<file path="src/logic/thsa_pkg.sv">
// Constants and carriers of the hit select and amplitude configuration block
package thsa_pkg;
    // ------------------------------------------------------------
    // Register map
    // ------------------------------------------------------------
    localparam logic [7:0]  TOF_CFG_OFS  = 8'hCA;
    localparam logic [7:0]  AM_CFG_OFS   = 8'hCB;
    localparam logic [7:0]  STATUS_OFS   = 8'hF0;
    localparam logic [15:0] TOF_CFG_RST  = 16'h0000;
    localparam logic [15:0] AM_CFG_RST   = 16'h0000;

    // ------------------------------------------------------------
    // Timing
    // ------------------------------------------------------------
    localparam int CLK_KHZ     = 20000;
    localparam int AM_TMO_US   = 128;
    localparam int AM_TMO_CYC  = (AM_TMO_US * CLK_KHZ) / 1000;
    localparam int IND_HITS    = 8;

    // ------------------------------------------------------------
    // Types
    // ------------------------------------------------------------
    typedef enum logic [1:0] {
        TOF_IDLE = 2'b00,
        TOF_SEEK = 2'b01,
        TOF_RUN  = 2'b11,
        TOF_DONE = 2'b10
    } thsa_tof_e;

    typedef enum logic {
        AM_IDLE = 1'b0,
        AM_PEAK = 1'b1
    } thsa_am_e;

    // Layout equals bits 15:0 of the time-of-flight register
    typedef struct packed {
        logic [1:0] hit_edge_select;
        logic       store_individual_hits;
        logic [4:0] measured_hit_count;
        logic [1:0] skipped_hit_count;
        logic [4:0] start_hit_offset;
        logic       start_hit_by_delay;
    } thsa_tof_cfg_s;

    // Layout equals bits 15:0 of the amplitude register
    typedef struct packed {
        logic       pulse_width_detect_on;
        logic [2:0] amplitude_cal_rate;
        logic [2:0] timeout_code;
        logic [4:0] peak_detect_end_hit;
        logic [3:0] other_bits;
    } thsa_am_cfg_s;

    typedef struct packed {
        logic        valid;
        logic [3:0]  addr;
        logic [31:0] data;
    } thsa_rbuf_wr_s;
endpackage

</file>
<file path="src/logic/thsa_core.sv">
// Hit selection and amplitude measurement control with its register file
//
// Overview of operation
// [RULE1] Edge code 00 times rising hit edges, code 01 times falling edges.
// [RULE2] Code 10 alternates edge every measurement cycle, 11 every second one.
// [RULE3] Store bit 0 writes sum only; 1 adds first eight hit results.
// [RULE4] Hit count field gives 1 to 31 hits per measurement; zero forbidden.
// [RULE5] Skip field discards 0 to 3 detected hits between used hits.
// [RULE6] Count start mode begins at programmed number of hits after first.
// [RULE7] Start-mode bit 0 selects by count, bit 1 selects by delay.
// [RULE8] Pulse-width detection runs only while its enable bit is set.
// [RULE9] Calibration rate 000 disables, 001 every measurement, higher less often.
// [RULE10] Timeout field must be all ones; amplitude run aborts after 128 us.
// [RULE11] Peak detection ends after Nth detected hit, N from 1 to 31.
// [RULE12] Unused upper register bits are ignored on write and read zero.
`timescale 1ns/1ps
`default_nettype none
module thsa_core (
    input  wire logic             i_clk_sys,
    input  wire logic             i_arst_n,
    input  wire logic             i_ce,
    input  wire logic [7:0]       i_addr,
    input  wire logic [31:0]      i_wdata,
    input  wire logic             i_wr,
    input  wire logic             i_rd,
    output logic [31:0]           o_rdata,
    input  wire logic             i_cmp,
    input  wire logic             i_tof_start,
    input  wire logic             i_dly_done,
    input  wire logic             i_am_start,
    output logic                  o_edge_falling,
    output logic                  o_tof_hit,
    output logic                  o_tof_busy,
    output logic                  o_tof_done,
    output var thsa_pkg::thsa_rbuf_wr_s o_rbuf,
    output logic                  o_pwd_enable,
    output logic                  o_am_cal,
    output logic                  o_peak_active,
    output logic                  o_am_done,
    output logic                  o_am_abort
);
    // ------------------------------------------------------------
    // Declarations
    // ------------------------------------------------------------
    thsa_pkg::thsa_tof_cfg_s tof_cfg_reg;
    thsa_pkg::thsa_am_cfg_s  am_cfg_reg;
    thsa_pkg::thsa_tof_e     tof_state_reg;
    thsa_pkg::thsa_tof_e     tof_state_next;
    thsa_pkg::thsa_am_e      am_state_reg;
    logic [31:0] rdata_reg;
    logic        alt_reg;
    logic        pair_reg;
    logic        edge_reg;
    logic [4:0]  seek_cnt_reg;
    logic [1:0]  skip_cnt_reg;
    logic [4:0]  taken_reg;
    logic [15:0] time_reg;
    logic [31:0] sum_reg;
    logic [4:0]  am_hits_reg;
    logic [11:0] am_timer_reg;
    logic [6:0]  cal_cnt_reg;
    logic        cal_reg;
    logic        am_done_reg;
    logic        am_abort_reg;
    logic        tof_hit_reg;
    thsa_pkg::thsa_rbuf_wr_s rbuf_reg;
    logic        hit_rise;
    logic        hit_fall;
    logic        eff_fall;
    logic        hit_det;
    logic        take;
    logic        take_last;
    logic        am_end;
    logic        am_tmo;
    logic [6:0]  cal_div;

    localparam logic [11:0] AM_TMO_LAST = 12'(thsa_pkg::AM_TMO_CYC - 1);

    // ------------------------------------------------------------
    // Comparator input
    // ------------------------------------------------------------
    thsa_sync u_sync (
        .i_clk_sys (i_clk_sys),
        .i_arst_n  (i_arst_n),
        .i_ce      (i_ce),
        .i_async   (i_cmp),
        .o_rise    (hit_rise),
        .o_fall    (hit_fall)
    );

    // ------------------------------------------------------------
    // Register file
    // ------------------------------------------------------------
    always_ff @(posedge i_clk_sys or negedge i_arst_n) begin
        if (!i_arst_n) begin
            tof_cfg_reg <= thsa_pkg::TOF_CFG_RST;
            am_cfg_reg  <= thsa_pkg::AM_CFG_RST;
        end else if (i_ce && i_wr) begin
            // [RULE12] Upper half dropped
            if (i_addr == thsa_pkg::TOF_CFG_OFS) begin
                tof_cfg_reg <= i_wdata[15:0];
            end
            if (i_addr == thsa_pkg::AM_CFG_OFS) begin
                am_cfg_reg <= i_wdata[15:0];
            end
        end
    end

    always_ff @(posedge i_clk_sys or negedge i_arst_n) begin
        if (!i_arst_n) begin
            rdata_reg <= 32'h0000_0000;
        end else if (i_ce) begin
            rdata_reg <= 32'h0000_0000;
            if (i_rd) begin
                unique case (i_addr)
                    // [RULE12] Upper bits read zero
                    thsa_pkg::TOF_CFG_OFS: rdata_reg <= {16'h0000, tof_cfg_reg};
                    thsa_pkg::AM_CFG_OFS:  rdata_reg <= {16'h0000, am_cfg_reg};
                    thsa_pkg::STATUS_OFS:  rdata_reg <= {20'h00000, am_state_reg, alt_reg,
                                                         tof_state_reg, edge_reg, taken_reg, 2'h0};
                    default:               rdata_reg <= 32'h0000_0000;
                endcase
            end
        end
    end

    // ------------------------------------------------------------
    // Edge selection
    // ------------------------------------------------------------
    // [RULE1] Fixed polarity codes
    assign eff_fall = tof_cfg_reg.hit_edge_select[1] ? alt_reg
                                                     : tof_cfg_reg.hit_edge_select[0];
    assign hit_det  = eff_fall ? hit_fall : hit_rise;

    // Polarity only flips between cycles, never inside one
    always_ff @(posedge i_clk_sys or negedge i_arst_n) begin
        if (!i_arst_n) begin
            alt_reg  <= 1'b0;
            pair_reg <= 1'b0;
        end else if (i_ce && tof_state_reg == thsa_pkg::TOF_DONE) begin
            // [RULE2] Alternate after cycles
            if (tof_cfg_reg.hit_edge_select == 2'h2) begin
                alt_reg <= ~alt_reg;
            end else if (tof_cfg_reg.hit_edge_select == 2'h3) begin
                pair_reg <= ~pair_reg;
                if (pair_reg) begin
                    alt_reg <= ~alt_reg;
                end
            end
        end
    end

    always_ff @(posedge i_clk_sys or negedge i_arst_n) begin
        if (!i_arst_n) begin
            edge_reg <= 1'b0;
        end else if (i_ce) begin
            edge_reg <= eff_fall;
        end
    end

    // ------------------------------------------------------------
    // Hit selection
    // ------------------------------------------------------------
    // [RULE7] Start by count or by delay
    // [RULE6] Offset counted from first hit
    // [RULE5] Skipped hits between taken ones
    always_comb begin
        take = 1'b0;
        if (hit_det && tof_state_reg == thsa_pkg::TOF_SEEK) begin
            take = tof_cfg_reg.start_hit_by_delay ? i_dly_done
                                                  : (seek_cnt_reg == tof_cfg_reg.start_hit_offset);
        end else if (hit_det && tof_state_reg == thsa_pkg::TOF_RUN) begin
            take = (skip_cnt_reg == tof_cfg_reg.skipped_hit_count);
        end
    end

    // [RULE4] Stop after programmed hit count
    assign take_last = take && (5'(taken_reg + 5'h01) == tof_cfg_reg.measured_hit_count);

    always_comb begin
        tof_state_next = tof_state_reg;
        unique case (tof_state_reg)
            thsa_pkg::TOF_IDLE: if (i_tof_start) tof_state_next = thsa_pkg::TOF_SEEK;
            thsa_pkg::TOF_SEEK: begin
                if (take_last) begin
                    tof_state_next = thsa_pkg::TOF_DONE;
                end else if (take) begin
                    tof_state_next = thsa_pkg::TOF_RUN;
                end
            end
            thsa_pkg::TOF_RUN:  if (take_last) tof_state_next = thsa_pkg::TOF_DONE;
            thsa_pkg::TOF_DONE: tof_state_next = thsa_pkg::TOF_IDLE;
        endcase
    end

    always_ff @(posedge i_clk_sys or negedge i_arst_n) begin
        if (!i_arst_n) begin
            tof_state_reg <= thsa_pkg::TOF_IDLE;
        end else if (i_ce) begin
            tof_state_reg <= tof_state_next;
        end
    end

    always_ff @(posedge i_clk_sys or negedge i_arst_n) begin
        if (!i_arst_n) begin
            seek_cnt_reg <= 5'h00;
            skip_cnt_reg <= 2'h0;
            taken_reg    <= 5'h00;
            time_reg     <= 16'h0000;
            sum_reg      <= 32'h0000_0000;
        end else if (i_ce) begin
            if (tof_state_reg == thsa_pkg::TOF_IDLE) begin
                seek_cnt_reg <= 5'h00;
                skip_cnt_reg <= 2'h0;
                time_reg     <= 16'h0000;
                if (i_tof_start) begin
                    taken_reg <= 5'h00;
                    sum_reg   <= 32'h0000_0000;
                end
            end else begin
                time_reg <= 16'(time_reg + 16'h0001);
                if (take) begin
                    taken_reg    <= 5'(taken_reg + 5'h01);
                    sum_reg      <= 32'(sum_reg + {16'h0000, time_reg});
                    skip_cnt_reg <= 2'h0;
                end else if (hit_det) begin
                    seek_cnt_reg <= 5'(seek_cnt_reg + 5'h01);
                    skip_cnt_reg <= 2'(skip_cnt_reg + 2'h1);
                end
            end
        end
    end

    // ------------------------------------------------------------
    // Result buffer writes
    // ------------------------------------------------------------
    always_ff @(posedge i_clk_sys or negedge i_arst_n) begin
        if (!i_arst_n) begin
            rbuf_reg    <= '0;
            tof_hit_reg <= 1'b0;
        end else if (i_ce) begin
            tof_hit_reg    <= take;
            rbuf_reg.valid <= 1'b0;
            // [RULE3] Sum always, single hits on request
            if (tof_state_reg == thsa_pkg::TOF_DONE) begin
                rbuf_reg.valid <= 1'b1;
                rbuf_reg.addr  <= 4'h0;
                rbuf_reg.data  <= sum_reg;
            end else if (take && tof_cfg_reg.store_individual_hits
                         && taken_reg < 5'(thsa_pkg::IND_HITS)) begin
                rbuf_reg.valid <= 1'b1;
                rbuf_reg.addr  <= 4'(taken_reg + 5'h01);
                rbuf_reg.data  <= {16'h0000, time_reg};
            end
        end
    end

    // ------------------------------------------------------------
    // Amplitude measurement
    // ------------------------------------------------------------
    // [RULE11] End after Nth detected hit
    assign am_end = am_state_reg == thsa_pkg::AM_PEAK && hit_det
                    && 5'(am_hits_reg + 5'h01) == am_cfg_reg.peak_detect_end_hit;
    // [RULE10] Fixed 128 us abort
    assign am_tmo = am_state_reg == thsa_pkg::AM_PEAK && !am_end && am_timer_reg == AM_TMO_LAST;

    always_ff @(posedge i_clk_sys or negedge i_arst_n) begin
        if (!i_arst_n) begin
            am_state_reg <= thsa_pkg::AM_IDLE;
            am_hits_reg  <= 5'h00;
            am_timer_reg <= 12'h000;
            am_done_reg  <= 1'b0;
            am_abort_reg <= 1'b0;
        end else if (i_ce) begin
            am_done_reg  <= am_end;
            am_abort_reg <= am_tmo;
            unique case (am_state_reg)
                thsa_pkg::AM_IDLE: begin
                    am_hits_reg  <= 5'h00;
                    am_timer_reg <= 12'h000;
                    if (i_am_start) am_state_reg <= thsa_pkg::AM_PEAK;
                end
                thsa_pkg::AM_PEAK: begin
                    am_timer_reg <= 12'(am_timer_reg + 12'h001);
                    if (hit_det) am_hits_reg <= 5'(am_hits_reg + 5'h01);
                    if (am_end || am_tmo) am_state_reg <= thsa_pkg::AM_IDLE;
                end
            endcase
        end
    end

    // Divisor table follows the other rate fields of the device
    always_comb begin
        unique case (am_cfg_reg.amplitude_cal_rate)
            3'h0, 3'h1: cal_div = 7'h01;
            3'h2:       cal_div = 7'h02;
            3'h3:       cal_div = 7'h05;
            3'h4:       cal_div = 7'h0A;
            3'h5:       cal_div = 7'h14;
            3'h6:       cal_div = 7'h32;
            3'h7:       cal_div = 7'h64;
        endcase
    end

    always_ff @(posedge i_clk_sys or negedge i_arst_n) begin
        if (!i_arst_n) begin
            cal_cnt_reg <= 7'h00;
            cal_reg     <= 1'b0;
        end else if (i_ce) begin
            cal_reg <= 1'b0;
            if (i_am_start && am_state_reg == thsa_pkg::AM_IDLE) begin
                // [RULE9] Rate 000 never calibrates
                cal_reg     <= am_cfg_reg.amplitude_cal_rate != 3'h0 && cal_cnt_reg == 7'h00;
                cal_cnt_reg <= (7'(cal_cnt_reg + 7'h01) >= cal_div) ? 7'h00
                                                                   : 7'(cal_cnt_reg + 7'h01);
            end
        end
    end

    // ------------------------------------------------------------
    // Outputs
    // ------------------------------------------------------------
    assign o_rdata        = rdata_reg;
    assign o_edge_falling = edge_reg;
    assign o_tof_hit      = tof_hit_reg;
    assign o_tof_busy     = tof_state_reg != thsa_pkg::TOF_IDLE;
    assign o_tof_done     = tof_state_reg == thsa_pkg::TOF_DONE;
    assign o_rbuf         = rbuf_reg;
    // [RULE8] Detection gated by enable
    assign o_pwd_enable   = am_cfg_reg.pulse_width_detect_on;
    assign o_am_cal       = cal_reg;
    assign o_peak_active  = am_state_reg == thsa_pkg::AM_PEAK;
    assign o_am_done      = am_done_reg;
    assign o_am_abort     = am_abort_reg;
endmodule
`default_nettype wire

</file>
<file path="src/logic/thsa_sync.sv">
// Two-stage synchroniser with edge pulses for the comparator input
`timescale 1ns/1ps
`default_nettype none
module thsa_sync (
    input  wire logic i_clk_sys,
    input  wire logic i_arst_n,
    input  wire logic i_ce,
    input  wire logic i_async,
    output logic      o_rise,
    output logic      o_fall
);
    logic meta_reg;
    logic sync_reg;
    logic prev_reg;

    always_ff @(posedge i_clk_sys or negedge i_arst_n) begin
        if (!i_arst_n) begin
            meta_reg <= 1'b0;
            sync_reg <= 1'b0;
            prev_reg <= 1'b0;
        end else if (i_ce) begin
            meta_reg <= i_async;
            sync_reg <= meta_reg;
            prev_reg <= sync_reg;
        end
    end

    assign o_rise = sync_reg & ~prev_reg;
    assign o_fall = ~sync_reg & prev_reg;
endmodule
`default_nettype wire

</file>
<file path="config.mk">
export PLATFORM = sky130hd
export DESIGN_NAME = thsa_core
export DESIGN_NICKNAME = d
export VERILOG_FILES = /design/src/logic/thsa_pkg.sv /design/src/logic/thsa_core.sv /design/src/logic/thsa_sync.sv
export SDC_FILE = /design/constraint.sdc
export NUM_CORES = 1
export LEC_CHECK = 0
export ABC_AREA = 1
export BUFFER_PORTS_ARGS = -buffer_cell sky130_fd_sc_hd__buf_2
export CORE_MARGIN = 3
export CORE_UTILIZATION = 60
export CTS_BUF_LIST = sky130_fd_sc_hd__clkbuf_4 sky130_fd_sc_hd__clkbuf_8 sky130_fd_sc_hd__clkbuf_16
export CTS_CLUSTER_DIAMETER = 150
export DETAILED_ROUTE_END_ITERATION = 6
export GPL_TIMING_DRIVEN = 0
export PLACE_DENSITY = 0.89
export SLEW_MARGIN = 5
export SYNTH_ARGS = -nofsm -noshare
export SYNTH_HDL_FRONTEND = slang
export SYNTH_SLANG_ARGS = --single-unit
</file>
<file path="constraint.sdc">
create_clock -name i_clk_sys -period 2.9 [get_ports i_clk_sys]
set_input_delay 0.435 -clock i_clk_sys [delete_from_list [all_inputs] [get_ports i_clk_sys]]
set_output_delay 0.435 -clock i_clk_sys [all_outputs]
set_load 0.1 [all_outputs]
</file>
==> results of run 1 <==
## synth_stat cells, drive strengths merged, types with 7 or more instances
cell type  number  area [µm²]
xnor2          11        96.3
dfrtp         182        4550
o21ai         146         734
clkbuf         22        82.6
a21oi          43         215
xor2           17         149
ha             33         413
o22ai           8        50.1
nand2         458        1740
nand3         127         648
nand4          24         150
inv           187         702
nor2           96         380
a22o            7        61.3
buf            37         249
nor3           19         100
o221ai          7        61.3
## cell usage in the layout, fill, tap and decap left out, types with 4 or more instances in the layout
cell type  instances
nand2_1          451
dfrtp_1          182
inv_1            181
nand3_1          126
o21ai_0          124
buf_2            106
nor2_1            92
a21oi_1           43
ha_1              33
nand4_1           24
clkbuf_1          22
o21ai_1           21
nor3_1            18
xor2_1            17
buf_4             17
clkbuf_16         17
conb_1            16
xnor2_1           11
o22ai_1            8
a22o_1             7
o221ai_1           7
inv_2              6
nand2_2            6
inv_6              6
or2_2              5
o211ai_1           5
nand3b_1           4
buf_6              4
## kinds of logic (layout without fill, tap and decap cells)
kind of cell | Yosys count | in the layout | synth area share [%]
simple gates | 738 | 738 | 29.4
buf+inv | 246 | 375 | 9.76
compound gates | 222 | 222 | 11.4
flops | 182 | 182 | 43.0
fa+ha+maj | 34 | 34 | 4.09
xor+xnor | 28 | 28 | 2.31
other cells | 1 | 16 | 0.0354
## worst max-delay path, stage by stage (launching register included)
cell      delay [ps]
dfrtp_1          460
inv_1            150
nor2_2           370
clkbuf_1         360
buf_2            500
## repair_timing
action	CTS	global route
hold endpoints to repair	41	0
hold buffers	1	0
buffers inserted	0	0
## area by class of cell
cell class                 instances  area share [%]
inverter                         187            5.81
timing repair buffer              97            4.52
buffer                            59            2.75
tap                              220            2.28
clock buffer                      19            3.70
multi-input combinational       1038            41.9
sequential                       182            37.7
clock inverter                    13            1.29
## per-stage QoR
stage,power (µW),setup TNS [ps]
4_1_cts,10200,0
5_1_grt,10700,0
3_3_place_gp,7650,-272490
2_1_floorplan,6790,0
6_report,10200,0
3_5_place_dp,7770,0
## per-layer routing
metal	track usage (%)	vias up	part of all wire (%)
li1	-	4908	-
met1	38.9	4832	40
met2	51.2	488	48
met3	5.62	108	7.5
met4	13.8	0	4.0
met5	0	-	0
## how the worst min path moves through the flow
| stage | start | endpoint | slack (ps) | depth (start not counted) |
|---|---|---|---|---|
| 2_1_floorplan | i_arst_n | alt_reg | 140 | 0 |
| 3_3_place_gp | o_rdata[5] | o_rdata[5] | 460 | 2 |
| 3_5_place_dp | i_arst_n | o_rbuf[10] | 340 | 1 |
| 4_1_cts | i_cmp | u_sync.meta_reg | 250 | 3 |
| 5_1_grt | i_cmp | u_sync.meta_reg | 250 | 3 |
| 6_report | i_cmp | u_sync.meta_reg | 250 | 3 |
## report_power, final
group	internal, µW	total [µW]	leakage [µW]	switching [µW]
combinational	1020	4250	0.00362	3230
sequential	3050	3560	0.00246	508
clock	1260	2400	0.000297	1140
total	5340	10200	0.00638	4870
==> run metrics, run 1 <==
crit start category=flip-flop; vias=a little over 10000; Rows=between 40 and 50; Root Buffer=clkbuf_16; Avg Inst Size Synth=about 7.3 µm²; EDFF count, synth=0; Leakage=about 0.0064 µW; final number of setup-violating endpoints=0; cells after synthesis=around 1500; layout cells sized above 1=11.8%; Final Non-Filler Cells=1815; Final Hold Viols=0; remaining antenna violation count=0; DIE AREA=19300 µm²; Clock Sinks=roughly 180; Pwr Density=approximately 850 nW/µm²; Filler Cells Inserted=1349; critical path type=flip-flop to primary output; Max-Cap Viols=0; fin crit period=2710 ps; placed cells=about 1800; die height=around 140 µm; Crit Path Max Fanout=10; Synth warnings=0; initial core utilization=a little over three fifths; R2R setup slack=500 ps; Buffers on Ports=between 90 and 100; Total Routing Usage GR=between 30 and 40%; unrepaired setup endpoints after global routing=no; RePlAce Congestion=0.968; 1st-pass router iterations=6; # IOs=approximately 130; Hold Crit Class=primary input to flip-flop; Worst-Margin Slew=approximately 770 ps; Yosys cell types=40; capturing point of the worst reg2reg path=sum_reg[24]; H-Tree Depth=4; CP startpoint=tof_state_reg[1]; nets=about 1700; global route overflow=0; worst skew pair latency=around 440 ps; final worst setup slack=between 150 and 200 ps; Core Util, Final=71.3%; vias in the first global route=between 9000 and 10000; Crit. End Element=primary output; CTS tree=done; dominant synthesized flop cell=dfrtp_1; Detailed Place HPWL=between 20000 and 25000 µm; antenna violations before repair=0; Worst Skew=just under 10 ps; placed cell area=approximately 11000 µm²; ant diodes=0; drt total wl=slightly below 30000 µm; total CTS buffers=17; WL/cell=16.1 µm; peak supply drop=0.878 mV; CP arrival=~2300 ps; initial DRC count=~960; CTS resizes=0; R2R cell count=13; first-pass GRT wire length=approximately 48000 µm; largest net degree at the start of global routing=~80; hold slack final=between 200 and 250 ps; Horiz. Die Dim=139 µm; Post-Place Setup Slack=roughly 560 ps; DR vias/cell=roughly 5.7; area grow syn2layout=14.0%; design area=~12000 µm²; FF/Latch Area=~4600 µm²; Synth Cell Area=roughly 11000 µm²; Async SR Flop Fraction=between 90% and 100%; WP data required=roughly 2500 ps; number of flip-flops in the largest register=37; # DRC=0; Longest Clk Path Bufs=2; CP endpoint=o_tof_done; Slew headroom=between 40% and 50%; synthesis-stage register bit count=roughly 180; Slew Viols, Final=0; footprint of the multi-input gates=5060 µm²; Core Region=around 17000 µm²; Crit Reg-Reg Startpoint=time_reg[0]; fmax=approximately 370 MHz; sequential fraction of the synthesis area=a little over two fifths; Reg clk slew, reported paths=around 70 ps; status=finished clean; fin crit share=roughly 93%
(Power assumes the default switching activity.)
==> inputs of run 2 (changes only) <==
Settings changed: ABC_AREA 1 to not set, PLACE_DENSITY 0.89 to 0.83.
==> run 2 against run 1 <==
Against the previous run:
- clock skew is essentially flat
- sequential power shrank 9.6%
- maximum frequency shrank 3.9%
- count of clock-buffer cells in the layout grew 3
- critical path depth grew 6
- hold slack lost 14 ps
- synthesized area shrank 11%
- largest power group is now sequential cells
- highest routed layer unchanged
==> run metrics, run 2 <==
Final Non-Filler Cells=1285 (was 1815); main combinational cell family by area after synthesis=compound AO/OA/AOI/OAI gates (was simple AND/OR/NAND/NOR gates); crit-path cells=mux2i_2, mux2i_4, and2_1, buf_4, and2_4, buf_6, o221ai_2, buf_6, o31a_1, o21a_1 (was inv_1, nor2_2, clkbuf_1, buf_2); die height=132 µm (was 139 µm); Max-Cap Viols=0 (unchanged); Leakage=0.00525 µW (was 0.00638 µW); Total Routing Usage GR=26.7% (was 30.6%); drt total wl=22900 µm (was 29300 µm); Core Region=15300 µm² (was 16900 µm²); nets=1144 (was 1665); DR vias/cell=6.00 (was 5.69); CP startpoint=tof_cfg_reg[15] (was tof_state_reg[1]); Synth Cell Area=9460 µm² (was 10600 µm²); peak supply drop=0.555 mV (was 0.878 mV); WL/cell=17.8 µm (was 16.1 µm); DIE AREA=17300 µm² (was 19300 µm²); CTS tree=done (unchanged); Filler Cells Inserted=1133 (was 1349); footprint of the multi-input gates=4610 µm² (was 5060 µm²); synthesis-stage register bit count=182 (unchanged); Worst-Margin Slew=1030 ps (was 771 ps); 1st-pass router iterations=5 (was 6); first-pass GRT wire length=37700 µm (was 48500 µm); # IOs=127 (unchanged); initial DRC count=599 (was 957); Pwr Density=759 nW/µm² (was 846 nW/µm²); Max stage delay on crit path=470 ps (was 500 ps); Metal-1 WL=10400 µm (was 11900 µm); Clock Sinks=182 (unchanged); mux cell area share after synthesis=7.30% (was 0%); most frequent cells in the layout=dfrtp_1, buf_2, nor2_1 (was nand2_1, dfrtp_1, inv_1); Synth area leader=dfrtp_1 (unchanged); crit start category=flip-flop (unchanged); worst skew pair latency=440 ps (about the same); final number of setup-violating endpoints=0 (unchanged); RePlAce Congestion=0.900 (was 0.968); Worst Skew=9.44 ps (was 9.91 ps); cell with the most instances after synthesis=dfrtp_1 (was nand2_1); fin crit period=2820 ps (was 2710 ps); layout cells sized above 1=19.2% (was 11.8%); Highest Signal Layer=met4 (unchanged); initial core utilization=61.8% (was 62.6%); antenna violations before repair=0 (unchanged); Yosys top cell area share=48.1% (was 43.0%); most used cell along the critical path=buf_6; critical path type=flip-flop to flip-flop (was flip-flop to primary output); post-synthesis xor/xnor area fraction=6.39% (was 2.31%); Crit Reg-Reg Startpoint=tof_cfg_reg[15] (was time_reg[0]); Slew Viols, Final=0 (unchanged); remaining antenna violation count=0 (unchanged); WP data required=3230 ps (was 2470 ps); Hold Crit Class=primary input to flip-flop (unchanged); Buffers on Ports=93 (was 94); Core Util, Final=71.3% (about the same); H-Tree Depth=4 (unchanged); number of flip-flops in the largest register=37 (unchanged); worst hold start=i_cmp (unchanged); Longest Clk Path Bufs=2 (unchanged); final setup TNS=0 ps (unchanged); Rows=45 (was 47); Crit Path Max Fanout=10 (unchanged); commonest non-fill, non-tap cell in the layout=dfrtp_1 (was nand2_1); total CTS buffers=17 (unchanged); Synth area leaders=dfrtp_1, mux2_2, ha_1, xor2_1, nor2_1 (was dfrtp_1, nand2_1, inv_1, nand3_1, o21ai_0); metal2 WL=10700 µm (was 14100 µm); adder-cell area share of the yosys netlist=4.57% (was 4.09%); Detailed Place HPWL=16100 µm (was 21900 µm); largest net degree at the start of global routing=106 (was 78); EDFF count, synth=0 (unchanged); Yosys cell types=60 (was 40); dominant synthesized flop cell=dfrtp_1 (unchanged); vias in the first global route=7366 (was 9991); vias=7704 (was 10336); # DRC=0 (unchanged); Async SR Flop Fraction=100% (unchanged); Crit. End Element=flip-flop (was primary output); sequential fraction of the synthesis area=48.1% (was 43.0%); Slowest cell on crit path=mux2i_4 (was buf_2); global route overflow=0 (unchanged); routed wl met3=1270 µm (was 2210 µm); Reg clk slew, reported paths=70 ps (about the same); fmax=355 MHz (was 369 MHz); FF/Latch Area=4550 µm² (unchanged); Final Hold Viols=0 (unchanged); Avg Inst Size Synth=10.2 µm² (was 7.30 µm²); Slew headroom=31.2% (was 48.3%); Root Buffer=clkbuf_16 (unchanged); status=finished clean (unchanged); ant diodes=0 (unchanged); post-synthesis simple-gate area fraction=13.7% (was 29.4%); Synth warnings=0 (unchanged); CP arrival=3150 ps (was 2270 ps); area grow syn2layout=15.3% (was 14.0%); fin crit share=97.2% (was 93.4%); Synth top cells by count=dfrtp_1, nor2_1, nand2_1 (was nand2_1, dfrtp_1, inv_1); cells after synthesis=930 (was 1451); Horiz. Die Dim=132 µm (was 139 µm); Compound-Gate Fraction of Synth Area=15.7% (was 11.4%); placed cells=1250 (was 1782)
## run 2: cell types whose count changed in the layout (fill, tap and decap cells not counted), moves of 19 or more
cell	previous run	this run
o21ai_1	21	2
xor2_1	17	38
o21ai_0	124	44
nand2_1	451	79
inv_1	181	23
o2bb2ai_1	0	21
nand3_1	126	47
mux2i_1	0	25
mux2_2	0	37
xnor2_1	11	31
## run 2: final cells by class
class                           count  share of cell area (%)
Buffer                             57                    2.75
Clock buffer                       22                    4.47
Clock inverter                     10                   0.653
Inverter                           24                   0.825
Multi-Input combinational cell    681                    42.3
Sequential cell                   182                    41.7
Tap cell                          211                    2.42
Timing Repair Buffer               98                    4.91
## run 2: cells by family after synthesis
family | after synthesis
AND/OR/NAND/NOR | 277
AO/OA/AOI/OAI | 221
flip-flops | 182
buffers and inverters | 82
XOR/XNOR | 69
multiplexers | 64
adder cells (fa/ha/maj) | 34
other | 1
## run 2: worst max-delay path: cells and delay by family (launching register included)
family                 cells  cell delay [ps]
multiplexers               2              920
AO/OA/AOI/OAI              3              540
buffers and inverters      3              460
flip-flops                 1              430
AND/OR/NAND/NOR            2              340
## run 2: where the power goes
group          leakage (µW)  internal (µW)  switching [µW]  total [µW]
Sequential          0.00245           2870             347        3220
Clock              0.000268           1200             999        2200
Combinational       0.00254            722            2140        2870
Total               0.00525           4790            3490        8280
## run 2: worst paths after layout
check	endpoint	slack (ps)	depth (start not counted)
hold / removal	u_sync.meta_reg	230	2
setup reg to reg	sum_reg[28]	80	10
setup / recovery	sum_reg[28]	80	10
hold reg to reg	pair_reg	470	1
max in group asynchronous	tof_cfg_reg[6]	1450	3
min in group asynchronous	o_rbuf[10]	550	2
## run 2: what timing repair did
| item | CTS | global route |
|---|---|---|
| buffers inserted | 0 | 3 |
| hold buffers | 1 | 0 |
| endpoints found under the hold margin | 9 | 0 |
| endpoints found under the setup margin | 9 | 19 |
| resized for setup | 3 | 6 |
| pin swaps | 0 | 1 |
## run 2: metal layers
metal	GRT usage, %	up-vias
li1	-	3567
met1	38.4	3848
met2	41.7	249
met3	4.17	40
met4	9.28	0
met5	0	-
## run 2: per-stage QoR
stage	power (µW)	area (µm²)	setup WS, ps	hold slack, ps
floorplan	5450	9520	394	139
global placement	6000	10200	-1480	452
detailed placement	6080	10300	-26.9	448
CTS	8280	10900	4.47	227
global route	8670	10900	-22.0	238
finish	8280	10900	81.3	234
